**src/ibtl_pkg.sv**
```systemverilog
// package: constants and types for the instrument bus talker/listener
package ibtl_pkg;
  localparam int unsigned CLK_MHZ = 100;
  localparam int unsigned SYNC_STAGES = 2;
  localparam int unsigned SETTLE_NS = 20;
  localparam int unsigned SETTLE_CYC = (SETTLE_NS * CLK_MHZ + 999) / 1000;
  localparam logic [6:0] LAD_LO = 7'h20;
  localparam logic [6:0] LAD_HI = 7'h3E;
  localparam logic [6:0] UNL_CODE = 7'h3F;
  localparam logic [6:0] TAD_LO = 7'h40;
  localparam logic [6:0] TAD_HI = 7'h5E;
  localparam logic [6:0] UNT_CODE = 7'h5F;
  localparam logic [6:0] CMD_GTL = 7'h01;
  localparam logic [6:0] CMD_SDC = 7'h04;
  localparam logic [6:0] CMD_GET = 7'h08;
  localparam logic [6:0] CMD_LLO = 7'h11;
  localparam logic [6:0] CMD_DCL = 7'h14;
  localparam logic [6:0] CMD_SPE = 7'h18;
  localparam logic [6:0] CMD_SPD = 7'h19;
  localparam int unsigned SRQ_BIT = 6;
  localparam logic [7:0] TERM_DEFAULT = 8'h0A;
  typedef enum logic [1:0] {
    IBTL_AH_IDLE = 2'b00,
    IBTL_AH_READY = 2'b01,
    IBTL_AH_TAKE = 2'b10,
    IBTL_AH_DONE = 2'b11
  } ibtl_ah_t;
  typedef enum logic [1:0] {
    IBTL_SH_IDLE = 2'b00,
    IBTL_SH_SETTLE = 2'b01,
    IBTL_SH_VALID = 2'b10,
    IBTL_SH_WAIT = 2'b11
  } ibtl_sh_t;
endpackage

```
**src/ibtl_sync_if.sv**
```systemverilog
// interface: synchronised bus line levels between synchroniser and core
`timescale 1ns/100ps
interface ibtl_sync_if;
  logic [7:0] dio;
  logic atn;
  logic ren;
  logic dav;
  logic nrfd;
  logic ndac;
  logic eoi;
  logic ifc;
  modport src (output dio, atn, ren, dav, nrfd, ndac, eoi, ifc);
  modport dst (input dio, atn, ren, dav, nrfd, ndac, eoi, ifc);
endinterface

```
**src/ibtl_sync.sv**
```systemverilog
// module: two-flop synchronisers for every bus input, converted to true-high
`timescale 1ns/100ps
module ibtl_sync (
  input wire logic mclk, // system clock
  input wire logic rst_n, // async reset, active low
  input wire logic [7:0] dio_n_i, // data lines, low true
  input wire logic [6:0] ctl_n_i, // atn ren dav nrfd ndac eoi ifc, low true
  ibtl_sync_if.src so // synchronised true-high levels
);
  import ibtl_pkg::*;
  logic [14:0] s1_q;
  logic [14:0] s2_q;

  // first stage is read only by second stage
  always_ff @(posedge mclk or negedge rst_n) begin
    if (!rst_n) begin
      s1_q <= 15'h0000;
      s2_q <= 15'h0000;
    end else begin
      s1_q <= ~{dio_n_i, ctl_n_i};
      s2_q <= s1_q;
    end
  end

  assign so.dio = s2_q[14:7];
  assign so.atn = s2_q[6];
  assign so.ren = s2_q[5];
  assign so.dav = s2_q[4];
  assign so.nrfd = s2_q[3];
  assign so.ndac = s2_q[2];
  assign so.eoi = s2_q[1];
  assign so.ifc = s2_q[0];
endmodule

```
**src/ibtl_core.sv**
```systemverilog
// module: talker/listener interface core for a negative-true instrument bus
`timescale 1ns/100ps
module ibtl_core (
  input wire logic mclk, // system clock, 100 MHz
  input wire logic rst_n, // async reset, active low
  input wire logic [7:0] dio_n_i, // data lines in, low true
  output logic [7:0] dio_n_o, // data lines out, low true
  output logic [7:0] dio_oe, // data line drive enables
  input wire logic atn_n_i, // attention, low true
  input wire logic ren_n_i, // remote enable, low true
  input wire logic ifc_n_i, // interface clear, low true
  input wire logic eoi_n_i, // end or identify in
  output logic eoi_n_o, // end or identify out
  output logic eoi_oe, // eoi drive enable
  input wire logic dav_n_i, // data valid in
  output logic dav_n_o, // data valid out
  output logic dav_oe, // dav drive enable
  input wire logic nrfd_n_i, // not ready for data in
  output logic nrfd_n_o, // nrfd out
  output logic nrfd_oe, // nrfd drive enable
  input wire logic ndac_n_i, // not data accepted in
  output logic ndac_n_o, // ndac out
  output logic ndac_oe, // ndac drive enable
  output logic srq_n_o, // service request out
  output logic srq_oe, // srq drive enable
  input wire logic [4:0] my_addr, // primary address, static strap
  input wire logic [7:0] term_char, // terminator character
  input wire logic srq_enable, // software selects service request
  input wire logic srq_set, // pulse: raise service request
  output logic [7:0] rx_data, // received byte
  output logic rx_valid, // held until rx_ready: rx_data holds a byte
  input wire logic rx_ready, // parser can take a byte
  input wire logic [7:0] tx_data, // byte to send
  input wire logic tx_last, // tx_data is the terminator
  input wire logic tx_valid, // byte offered
  output logic tx_ready, // byte taken
  input wire logic local_key, // pulse: front-panel local key
  output logic remote, // remote state
  output logic lockout, // local lockout state
  output logic listener, // addressed to listen
  output logic talker, // addressed to talk
  output logic dev_clear, // pulse: device clear
  output logic dev_trigger, // pulse: device trigger
  output logic srq_pending // service requested
);
  import ibtl_pkg::*;

  // ----------------------------------------
  // synchronised inputs
  // ----------------------------------------
  ibtl_sync_if sb ();
  ibtl_sync u_sync (
    .mclk(mclk),
    .rst_n(rst_n),
    .dio_n_i(dio_n_i),
    .ctl_n_i({atn_n_i, ren_n_i, dav_n_i, nrfd_n_i, ndac_n_i, eoi_n_i, ifc_n_i}),
    .so(sb)
  );

  // ----------------------------------------
  // command decode
  // ----------------------------------------
  ibtl_ah_t ah_q, ah_d;
  ibtl_sh_t sh_q, sh_d;
  logic [7:0] rxb_q;
  logic rxe_q;
  logic rxatn_q;
  logic term_q;
  logic lad_q, tad_q, spe_q, rem_q, llo_q, srq_q;
  logic [7:0] settle_q;

  wire byte_in = (ah_q == IBTL_AH_TAKE);
  wire [6:0] code = rxb_q[6:0];
  wire is_cmd = byte_in && rxatn_q;
  wire is_data = byte_in && !rxatn_q;
  // secondaries (60..7F) fall through every compare: ignored
  wire my_lad = is_cmd && code >= LAD_LO && code <= LAD_HI && code[4:0] == my_addr;
  wire my_tad = is_cmd && code >= TAD_LO && code <= TAD_HI && code[4:0] == my_addr;
  wire unl = is_cmd && code == UNL_CODE;
  wire unt = is_cmd && code == UNT_CODE;
  wire other_tad = is_cmd && code[6:5] == 2'b10 && !my_tad;
  wire dcl_hit = is_cmd && (code == CMD_DCL || (code == CMD_SDC && lad_q));
  wire get_hit = is_cmd && code == CMD_GET && lad_q;
  wire gtl_hit = is_cmd && code == CMD_GTL && lad_q;
  wire llo_hit = is_cmd && code == CMD_LLO;
  wire spe_hit = is_cmd && code == CMD_SPE;
  wire spd_hit = is_cmd && code == CMD_SPD;
  wire rx_fire = rx_valid && rx_ready;
  wire talk_act = tad_q && !sb.atn;
  wire poll_read = talk_act && spe_q && sh_q == IBTL_SH_WAIT && sb.ndac == 1'b0;
  wire sh_src_ok = talk_act && (spe_q || tx_valid);
  wire [7:0] status = {1'b0, srq_q, 6'h00};

  // ----------------------------------------
  // acceptor handshake
  // ----------------------------------------
  // attention bytes must be accepted even when the parser stalls
  wire ah_act = sb.atn || (lad_q && !term_q && !rx_valid);
  always_comb begin
    ah_d = ah_q;
    unique case (ah_q)
      // a dav still seen here may be our own, late through the synchroniser
      IBTL_AH_IDLE: if (ah_act && !sb.dav) ah_d = IBTL_AH_READY;
      IBTL_AH_READY: if (!ah_act) ah_d = IBTL_AH_IDLE;
        else if (sb.dav) ah_d = IBTL_AH_TAKE;
      IBTL_AH_TAKE: ah_d = IBTL_AH_DONE;
      IBTL_AH_DONE: if (!sb.dav) ah_d = IBTL_AH_IDLE;
    endcase
  end

  always_ff @(posedge mclk or negedge rst_n) begin
    if (!rst_n) begin
      ah_q <= IBTL_AH_IDLE;
      rxb_q <= 8'h00;
      rxe_q <= 1'b0;
      rxatn_q <= 1'b0;
    end else if (sb.ifc) begin
      ah_q <= IBTL_AH_IDLE;
    end else begin
      ah_q <= ah_d;
      if (ah_q == IBTL_AH_READY && sb.dav) begin
        rxb_q <= sb.dio;
        rxe_q <= sb.eoi;
        rxatn_q <= sb.atn;
      end
    end
  end

  // listener holds NRFD until ready, NDAC until byte taken
  assign nrfd_oe = (lad_q || sb.atn) && ah_q != IBTL_AH_READY;
  assign ndac_oe = (lad_q || sb.atn) && ah_q != IBTL_AH_DONE;
  assign nrfd_n_o = 1'b0;
  assign ndac_n_o = 1'b0;

  // ----------------------------------------
  // receive path with terminator insertion
  // ----------------------------------------
  always_ff @(posedge mclk or negedge rst_n) begin
    if (!rst_n) begin
      rx_valid <= 1'b0;
      rx_data <= 8'h00;
      term_q <= 1'b0;
    end else if (sb.ifc) begin
      rx_valid <= 1'b0;
      term_q <= 1'b0;
    end else if (is_data && lad_q) begin
      rx_valid <= 1'b1;
      rx_data <= rxb_q;
      term_q <= rxe_q;
    end else if (rx_fire && term_q) begin
      rx_data <= term_char;
      term_q <= 1'b0;
    end else if (rx_fire) begin
      rx_valid <= 1'b0;
    end
  end

  // ----------------------------------------
  // addressing, remote/local, poll, service request
  // ----------------------------------------
  always_ff @(posedge mclk or negedge rst_n) begin
    if (!rst_n) begin
      lad_q <= 1'b0;
      tad_q <= 1'b0;
      spe_q <= 1'b0;
      rem_q <= 1'b0;
      llo_q <= 1'b0;
      srq_q <= 1'b0;
      dev_clear <= 1'b0;
      dev_trigger <= 1'b0;
    end else begin
      dev_clear <= dcl_hit;
      dev_trigger <= get_hit;
      if (sb.ifc) begin
        lad_q <= 1'b0;
        tad_q <= 1'b0;
        spe_q <= 1'b0;
      end else begin
        if (my_lad) lad_q <= 1'b1;
        else if (unl) lad_q <= 1'b0;
        if (my_tad) tad_q <= 1'b1;
        else if (unt || other_tad) tad_q <= 1'b0;
        if (spe_hit) spe_q <= 1'b1;
        else if (spd_hit) spe_q <= 1'b0;
      end
      if (!sb.ren) begin
        rem_q <= 1'b0;
        llo_q <= 1'b0;
      end else begin
        if (my_lad) rem_q <= 1'b1;
        else if (gtl_hit || (local_key && !llo_q)) rem_q <= 1'b0;
        if (llo_hit) llo_q <= 1'b1;
      end
      // set wins over the read clear
      if (srq_set && srq_enable) srq_q <= 1'b1;
      else if (poll_read) srq_q <= 1'b0;
    end
  end

  assign srq_oe = srq_q;
  assign srq_n_o = 1'b0;

  // ----------------------------------------
  // source handshake
  // ----------------------------------------
  always_comb begin
    sh_d = sh_q;
    unique case (sh_q)
      IBTL_SH_IDLE: if (sh_src_ok) sh_d = IBTL_SH_SETTLE;
      IBTL_SH_SETTLE: if (!talk_act) sh_d = IBTL_SH_IDLE;
        else if (settle_q == 8'(SETTLE_CYC) && !sb.nrfd) sh_d = IBTL_SH_VALID;
      IBTL_SH_VALID: if (!talk_act) sh_d = IBTL_SH_IDLE;
        else sh_d = IBTL_SH_WAIT;
      IBTL_SH_WAIT: if (!talk_act || !sb.ndac) sh_d = IBTL_SH_IDLE;
    endcase
  end

  always_ff @(posedge mclk or negedge rst_n) begin
    if (!rst_n) begin
      sh_q <= IBTL_SH_IDLE;
      settle_q <= 8'h00;
      dio_n_o <= 8'hFF;
      eoi_n_o <= 1'b1;
    end else if (sb.ifc) begin
      sh_q <= IBTL_SH_IDLE;
      settle_q <= 8'h00;
    end else begin
      sh_q <= sh_d;
      if (sh_q == IBTL_SH_IDLE && sh_src_ok) begin
        dio_n_o <= ~(spe_q ? status : tx_data);
        eoi_n_o <= ~(!spe_q && tx_last);
        settle_q <= 8'h00;
      end else if (sh_q == IBTL_SH_SETTLE && settle_q != 8'(SETTLE_CYC)) begin
        settle_q <= settle_q + 8'h01;
      end
    end
  end

  // data lines driven only as active talker, never for a parallel poll
  wire drive = talk_act && sh_q != IBTL_SH_IDLE;
  assign dio_oe = {8{drive}};
  assign eoi_oe = drive && !eoi_n_o;
  assign dav_oe = sh_q == IBTL_SH_VALID || sh_q == IBTL_SH_WAIT;
  assign dav_n_o = 1'b0;
  assign tx_ready = talk_act && !spe_q && sh_q == IBTL_SH_WAIT && !sb.ndac;

  assign remote = rem_q;
  assign lockout = llo_q;
  assign listener = lad_q;
  assign talker = tad_q;
  assign srq_pending = srq_q;
endmodule

```
**config.mk**
```make
export PLATFORM = sky130hd
export DESIGN_NAME = ibtl_core
export DESIGN_NICKNAME = d
export VERILOG_FILES = /design/src/ibtl_pkg.sv /design/src/ibtl_sync_if.sv /design/src/ibtl_sync.sv /design/src/ibtl_core.sv
export SDC_FILE = /design/constraint.sdc
export NUM_CORES = 1
export LEC_CHECK = 0
export ABC_CLOCK_PERIOD_IN_PS = 2350
export BUFFER_PORTS_ARGS = -buffer_cell sky130_fd_sc_hd__buf_2
export CAP_MARGIN = 0
export CORE_MARGIN = 2
export CORE_UTILIZATION = 45
export CTS_BUF_LIST = sky130_fd_sc_hd__clkbuf_2 sky130_fd_sc_hd__clkbuf_4 sky130_fd_sc_hd__clkbuf_8
export CTS_CLUSTER_SIZE = 25
export DETAILED_ROUTE_END_ITERATION = 10
export GPL_TIMING_DRIVEN = 0
export PLACE_DENSITY_LB_ADDON = 0.08
export SYNTH_ARGS = -nofsm -noshare
export SYNTH_HDL_FRONTEND = slang
export SYNTH_SLANG_ARGS = --single-unit
```
**constraint.sdc**
```tcl
create_clock -name mclk -period 2.35 [get_ports mclk]
set_input_delay 0.235 -clock mclk [delete_from_list [all_inputs] [get_ports mclk]]
set_output_delay 0.235 -clock mclk [all_outputs]
set_load 0.01 [all_outputs]
```
==> flow_summary.toml, run 1 <==
[synthesis]
postSynthAreaPerCell_um2 = 11.0
synth-edff-count = 0
yosysSeqAreaShare_pct = 59.5
ys_seq_elements = 79
syn-cell-area_mm2 = 0.00334
ys_dominant_reg_cell = "dfrtp_1"
synth_top_area_share_pct = 52.4
ys_types = 47
synthArstFlopShare_pct = 100
netlist.top_cell.by_area = "dfrtp_1"
yosysWarnings = 0
postSynthCellCount = 303
ys_top_cells_by_area = "dfrtp_1 52%, dfstp_2 7.1%, mux2_2 6.1%"

[timing]
timing.clock.skew_ns = 0.0112
setup-violations-final = 0
final_hold_viol_count = 0
max_slew.worst_pin.slew_ns = 0.726
achievable-frequency_mhz = 477
rsz0062_at_grt = "no"
relSlewSlack_pct = 51.2
maxSlewViolCount = 0
fin_setup_tns_ns = 0
period_needed_ns = 2.10
fraction_of_the_cycle_the_final_worst_path_needs_pct = 89.3

[clock_tree]
cts_buffers = 9
postCtsSetupRepairBufs = 0
worst_skew_pair.late_latency_ns = 0.34
cts_root_buffer = "clkbuf_8"
max-clock-path-buffers = 2
cts.htree.levels = 3
cts_tree = "done"
cts.sinks = 79
clkSlewWorstSetupHoldPaths_ns = 0.09

[global_route]
first_global_vias = 2271
grt_antenna_before_repair = 0
grt_max_degree = 55
grt_first_pass_wirelength_um = 10900
gr-total-overflow = 0
track_usage_pct = 16.4

[floorplanning]
start_util_pct = 46.3
die_area_mm2 = 0.00814
placeableCoreArea_mm2 = 0.00721
die_h_um = 90.2
core.rowCount = 31
ios = 87
die_w_um = 90.2

[worst_setup_path]
timing.critical_path.slowest_cell_delay_ns = 0.44
endpoint_required_time_on_the_critical_path_ns = 2.12
timing_worst_setup_path_type = "reg -> out"
critPathSlowestCell = "nor2_1"
end_kind = "primary output"
critPathTopFamily = "simple AND/OR/NAND/NOR gates"
worstPathCellList = "nand2b_1, clkbuf_1, nor2_1, buf_4, buf_2"
crit-reg2reg-launch = "sh_q[1]"
cp.arrival_ns = 1.86
worstPathBufferInverterCount = 3
critPathLaunchType = "register"
worstPathMaxFanout = 8
setup.worst_path.start = "u_sync.s2_q[6]"

[place]
dp.final_hpwl_um = 4580
buffer_ports.inserted = 82
place_inst = 488
gp_routability_congestion = 0.804

[worst_hold_path]
worstHoldPathType = "in -> reg"
min_from = "nrfd_n_i"

[detailed_routing]
avgViaCountPerCell = 4.66
ant_nets = 0
drt_pre_antenna_iters = 4
wirelength_um = 6170
drc = 0
wl_per_cell_um = 12.2
vias = 2352
detailedRoute.firstIterationViolations = 166

[finish]
layout-area-overhead-vs-synth_pct = 23.6
final_common_cell = "buf_2"
layout_common_cells = "82 x buf_2, 70 x dfrtp_1, 34 x nand2_1"
insertedDiodeCount = 0
fin_cells = 505
finalNetCount = 447
drive_gt1_share_pct = 36.0

[power]
vdd_drop_max_v = 0.000415
powerDensity_mw_per_mm2 = 696
total_leakage_power_nw = 1.99

[outcome]
status = "finished clean"

[job]
drv_cap = 0
cell type report:
cell class / count / area (um^2)
inverter: 26 / 97.6
buffer: 22 / 136
tap: 99 / 124
sequential: 79 / 1990
timing repair buffer: 84 / 450
clock inverter: 7 / 80.1
multi-input combinational: 179 / 1130
clock buffer: 9 / 124
fill: 665 / 3080
report_power, final:
part | internal, W | switching, W
sequential | 0.00146 | 0.0000773
clock | 0.000506 | 0.000523
combinational | 0.000153 | 0.000162
through the flow:
step           power, W  util [%]  hold WS [ns]  instance area (um^2)  setup WS [ns]
3_5_place_dp    0.00188      54.3         0.170                  3920          0.550
2_1_floorplan   0.00174         -       -0.0606                  3350          0.801
6_report        0.00288      57.3        0.0209                  4130          0.252
4_1_cts         0.00292      57.3       0.00445                  4130          0.236
3_3_place_gp    0.00186      53.9         0.331                  3890          0.497
5_1_grt         0.00303      57.3       0.00238                  4130         0.0694
flip-flops by register name (all words and copies together) (netlist names), 2 cells and up:
register and count:
ah_q 2, dio_n_o 8, rx_data 8, rxb_q 8, settle_q 8, sh_q 2
u_sync.s1_q 15, u_sync.s2_q 15
final timing paths:
check,endpoint,depth (start not counted),slack [ns]
max in group asynchronous,dio_n_o[6],3,1.39
max,dio_oe[0],5,0.25
min in group asynchronous,rx_data[4],2,0.33
min reg2reg,u_sync.s2_q[11],0,0.35
min,u_sync.s1_q[3],2,0.02
max reg2reg,dio_n_o[0],4,0.56
cell families after synthesis:
| logic type | count (synthesis) | share of synthesized area [%] |
|---|---|---|
| compound gates | 37 | 6.85 |
| xor+xnor | 12 | 3.14 |
| fa+ha+maj | 2 | 0.748 |
| buf+inv | 48 | 7.00 |
| flops | 79 | 59.5 |
| mux | 20 | 6.66 |
| other cells | 1 | 0.112 |
| simple gates | 104 | 16.0 |
synth_stat cells, types with 2 or more instances:
master / number
a211oi_1: 3
a21oi_1: 11
a31oi_1: 8
and2_1: 2
buf_4: 14
clkbuf_1: 7
dfrtp_1: 70
dfstp_2: 9
ha_1: 2
inv_1: 25
mux2_2: 18
mux2i_1: 2
nand2_1: 34
nand2b_1: 5
nand3_1: 6
nor2_1: 27
nor3_1: 7
nor4_1: 4
nor4b_1: 2
o21ai_0: 7
or3_1: 3
or4_1: 2
xnor2_1: 6
xor2_1: 6
layer usage:
layer	part of all wire [%]	GRT usage [%]	vias to the layer above
li1	-	-	1188
met1	48	23.6	1103
met2	46	24.8	51
met3	4.8	3.52	10
met4	1.3	5.64	0
met5	0	0	-
repair_timing:
action,4_1_cts,5_1_grt
hold endpoints to repair,25,0
gates resized for setup,0,0
hold buffers,1,0
Note: power is estimated with default switching activity, not from simulation.
==> run 2, diff against run 1 <==
- CELL_PAD_IN_SITES_DETAIL_PLACEMENT: unset -> 0
- CELL_PAD_IN_SITES_GLOBAL_PLACEMENT: unset -> 1
==> run 2 against run 1 <==
Effect of this change: flip-flop and latch count stayed put; clock power increased by 18%; first-iteration DRC count decreased by 51%; core utilization up 0.64 points; via count shrank 0.21%; non-clock buffer count is the same.
==> flow_summary.toml, run 2 (same netlist as run 1, synthesis figures left out) <==
[finish]
layout_common_cells = "82 x buf_2, 70 x dfrtp_1, 34 x nand2_1"
largest_registers = "u_sync.s1_q x15, u_sync.s2_q x15"
layout.area.seq_mm2 = 0.00199
layout-area-overhead-vs-synth_pct = 25.0
final_common_cell = "buf_2"
drive_gt1_share_pct = 36.0
finalNetCount = 447
fin_cells = 505
fillerInstances = 656
final_core_utilization_pct = 57.9
insertedDiodeCount = 0
area_occupied_by_multi_input_gates_mm2 = 0.00113

[power]
post-layout-total-power_w = 0.00307
total_leakage_power_nw = 2.01
powerDensity_mw_per_mm2 = 734
vdd_drop_max_v = 0.000437

[worst_setup_path]
end_kind = "primary output"
cp.arrival_ns = 1.82
endpoint_required_time_on_the_critical_path_ns = 2.12
timing_worst_setup_path_type = "reg -> out"
critPathLaunchType = "register"
worstPathMaxFanout = 8

[place]
gp_routability_congestion = 0.781
dp.final_hpwl_um = 4630
place_inst = 488
buffer_ports.inserted = 82

[job]
drv_cap = 0

[global_route]
grt_first_pass_wirelength_um = 11200
grt_antenna_before_repair = 0
grt_max_degree = 53
first_global_vias = 2348
track_usage_pct = 17.2
gr-total-overflow = 0

[timing]
fin_worst_hold_slack_ns = 0.0281
achievable-frequency_mhz = 486
fin_setup_tns_ns = 0
max_slew.worst_pin.slew_ns = 0.768
relSlewSlack_pct = 48.4
setup-violations-final = 0
period_needed_ns = 2.06
rsz0062_at_grt = "no"
timing.clock.skew_ns = 0.00873
fraction_of_the_cycle_the_final_worst_path_needs_pct = 87.6
final_hold_viol_count = 0
maxSlewViolCount = 0

[floorplanning]
placeableCoreArea_mm2 = 0.00721
ios = 87
core.rowCount = 31
die_area_mm2 = 0.00814
start_util_pct = 46.3
die_h_um = 90.2
die_w_um = 90.2

[clock_tree]
postCtsSetupRepairBufs = 0
cts.sinks = 79
worst_skew_pair.late_latency_ns = 0.34
cts_tree = "done"
cts_buffers = 9
max-clock-path-buffers = 2
clkSlewWorstSetupHoldPaths_ns = 0.08
cts_root_buffer = "clkbuf_8"
cts.htree.levels = 3
post_cts.resized_instances = 0
cts-hold-fix-buffers = 1

[detailed_routing]
avgViaCountPerCell = 4.65
vias = 2347
ant_nets = 0
detailedRoute.firstIterationViolations = 81
drc = 0
drt_pre_antenna_iters = 4
wl_per_cell_um = 12.3
wirelength_um = 6230

[outcome]
status = "finished clean"

[worst_hold_path]
worstHoldPathType = "in -> reg"
[run 2: per-stage QoR]
stage	area (um^2)	setup slack [ns]
final	4180	0.292
after detailed placement	3920	0.510
after CTS	4180	0.247
after floorplan	3350	0.801
after global placement	3890	0.456
after global routing	4180	0.0744
[run 2: worst max-delay path: stages (launching register included)]
cell	delay [ns]
dfrtp_1	0.42
nand2b_1	0.16
clkbuf_1	0.20
nor2_1	0.41
buf_4	0.18
buf_2	0.12
[run 2: report_power, final]
| group | total, W | internal (W) | switching [W] |
|---|---|---|---|
| sequential | 0.00153 | 0.00146 | 0.0000730 |
| combinational | 0.000320 | 0.000153 | 0.000167 |
| clock | 0.00122 | 0.000772 | 0.000447 |
| total | 0.00307 | 0.00238 | 0.000686 |
[run 2: path summary, 6_finish.rpt]
| check | cells after the start | from | endpoint | slack (ns) |
|---|---|---|---|---|
| worst min-delay path | 2 | ifc_n_i | u_sync.s1_q[0] | 0.03 |
| worst max-delay path | 5 | u_sync.s2_q[6] | dio_oe[3] | 0.29 |
| min in group asynchronous | 2 | rst_n | settle_q[7] | 0.36 |
| worst min register to register | 0 | u_sync.s1_q[4] | u_sync.s2_q[4] | 0.35 |
| max in group asynchronous | 3 | rst_n | ah_q[0] | 1.42 |
| worst max register to register | 5 | rxatn_q | rx_data[5] | 0.52 |
[run 2: layout make-up]
class | instances | share of cell area (%)
Clock inverter | 3 | 2.16
Buffer | 22 | 3.26
Sequential cell | 79 | 47.6
Timing Repair Buffer | 84 | 10.8
Multi-Input combinational cell | 179 | 27.1
Clock buffer | 13 | 3.83
Inverter | 26 | 2.34
Tap cell | 99 | 2.96
[run 2: routing by layer]
| metal | track usage (%) | wire (um) | vias to the layer above |
|---|---|---|---|
| li1 | - | - | 1186 |
| met1 | 22.6 | 2870 | 1098 |
| met2 | 27.8 | 3010 | 55 |
| met3 | 3.60 | 239 | 8 |
| met4 | 6.92 | 105 | 0 |
| met5 | 0 | 0 | - |
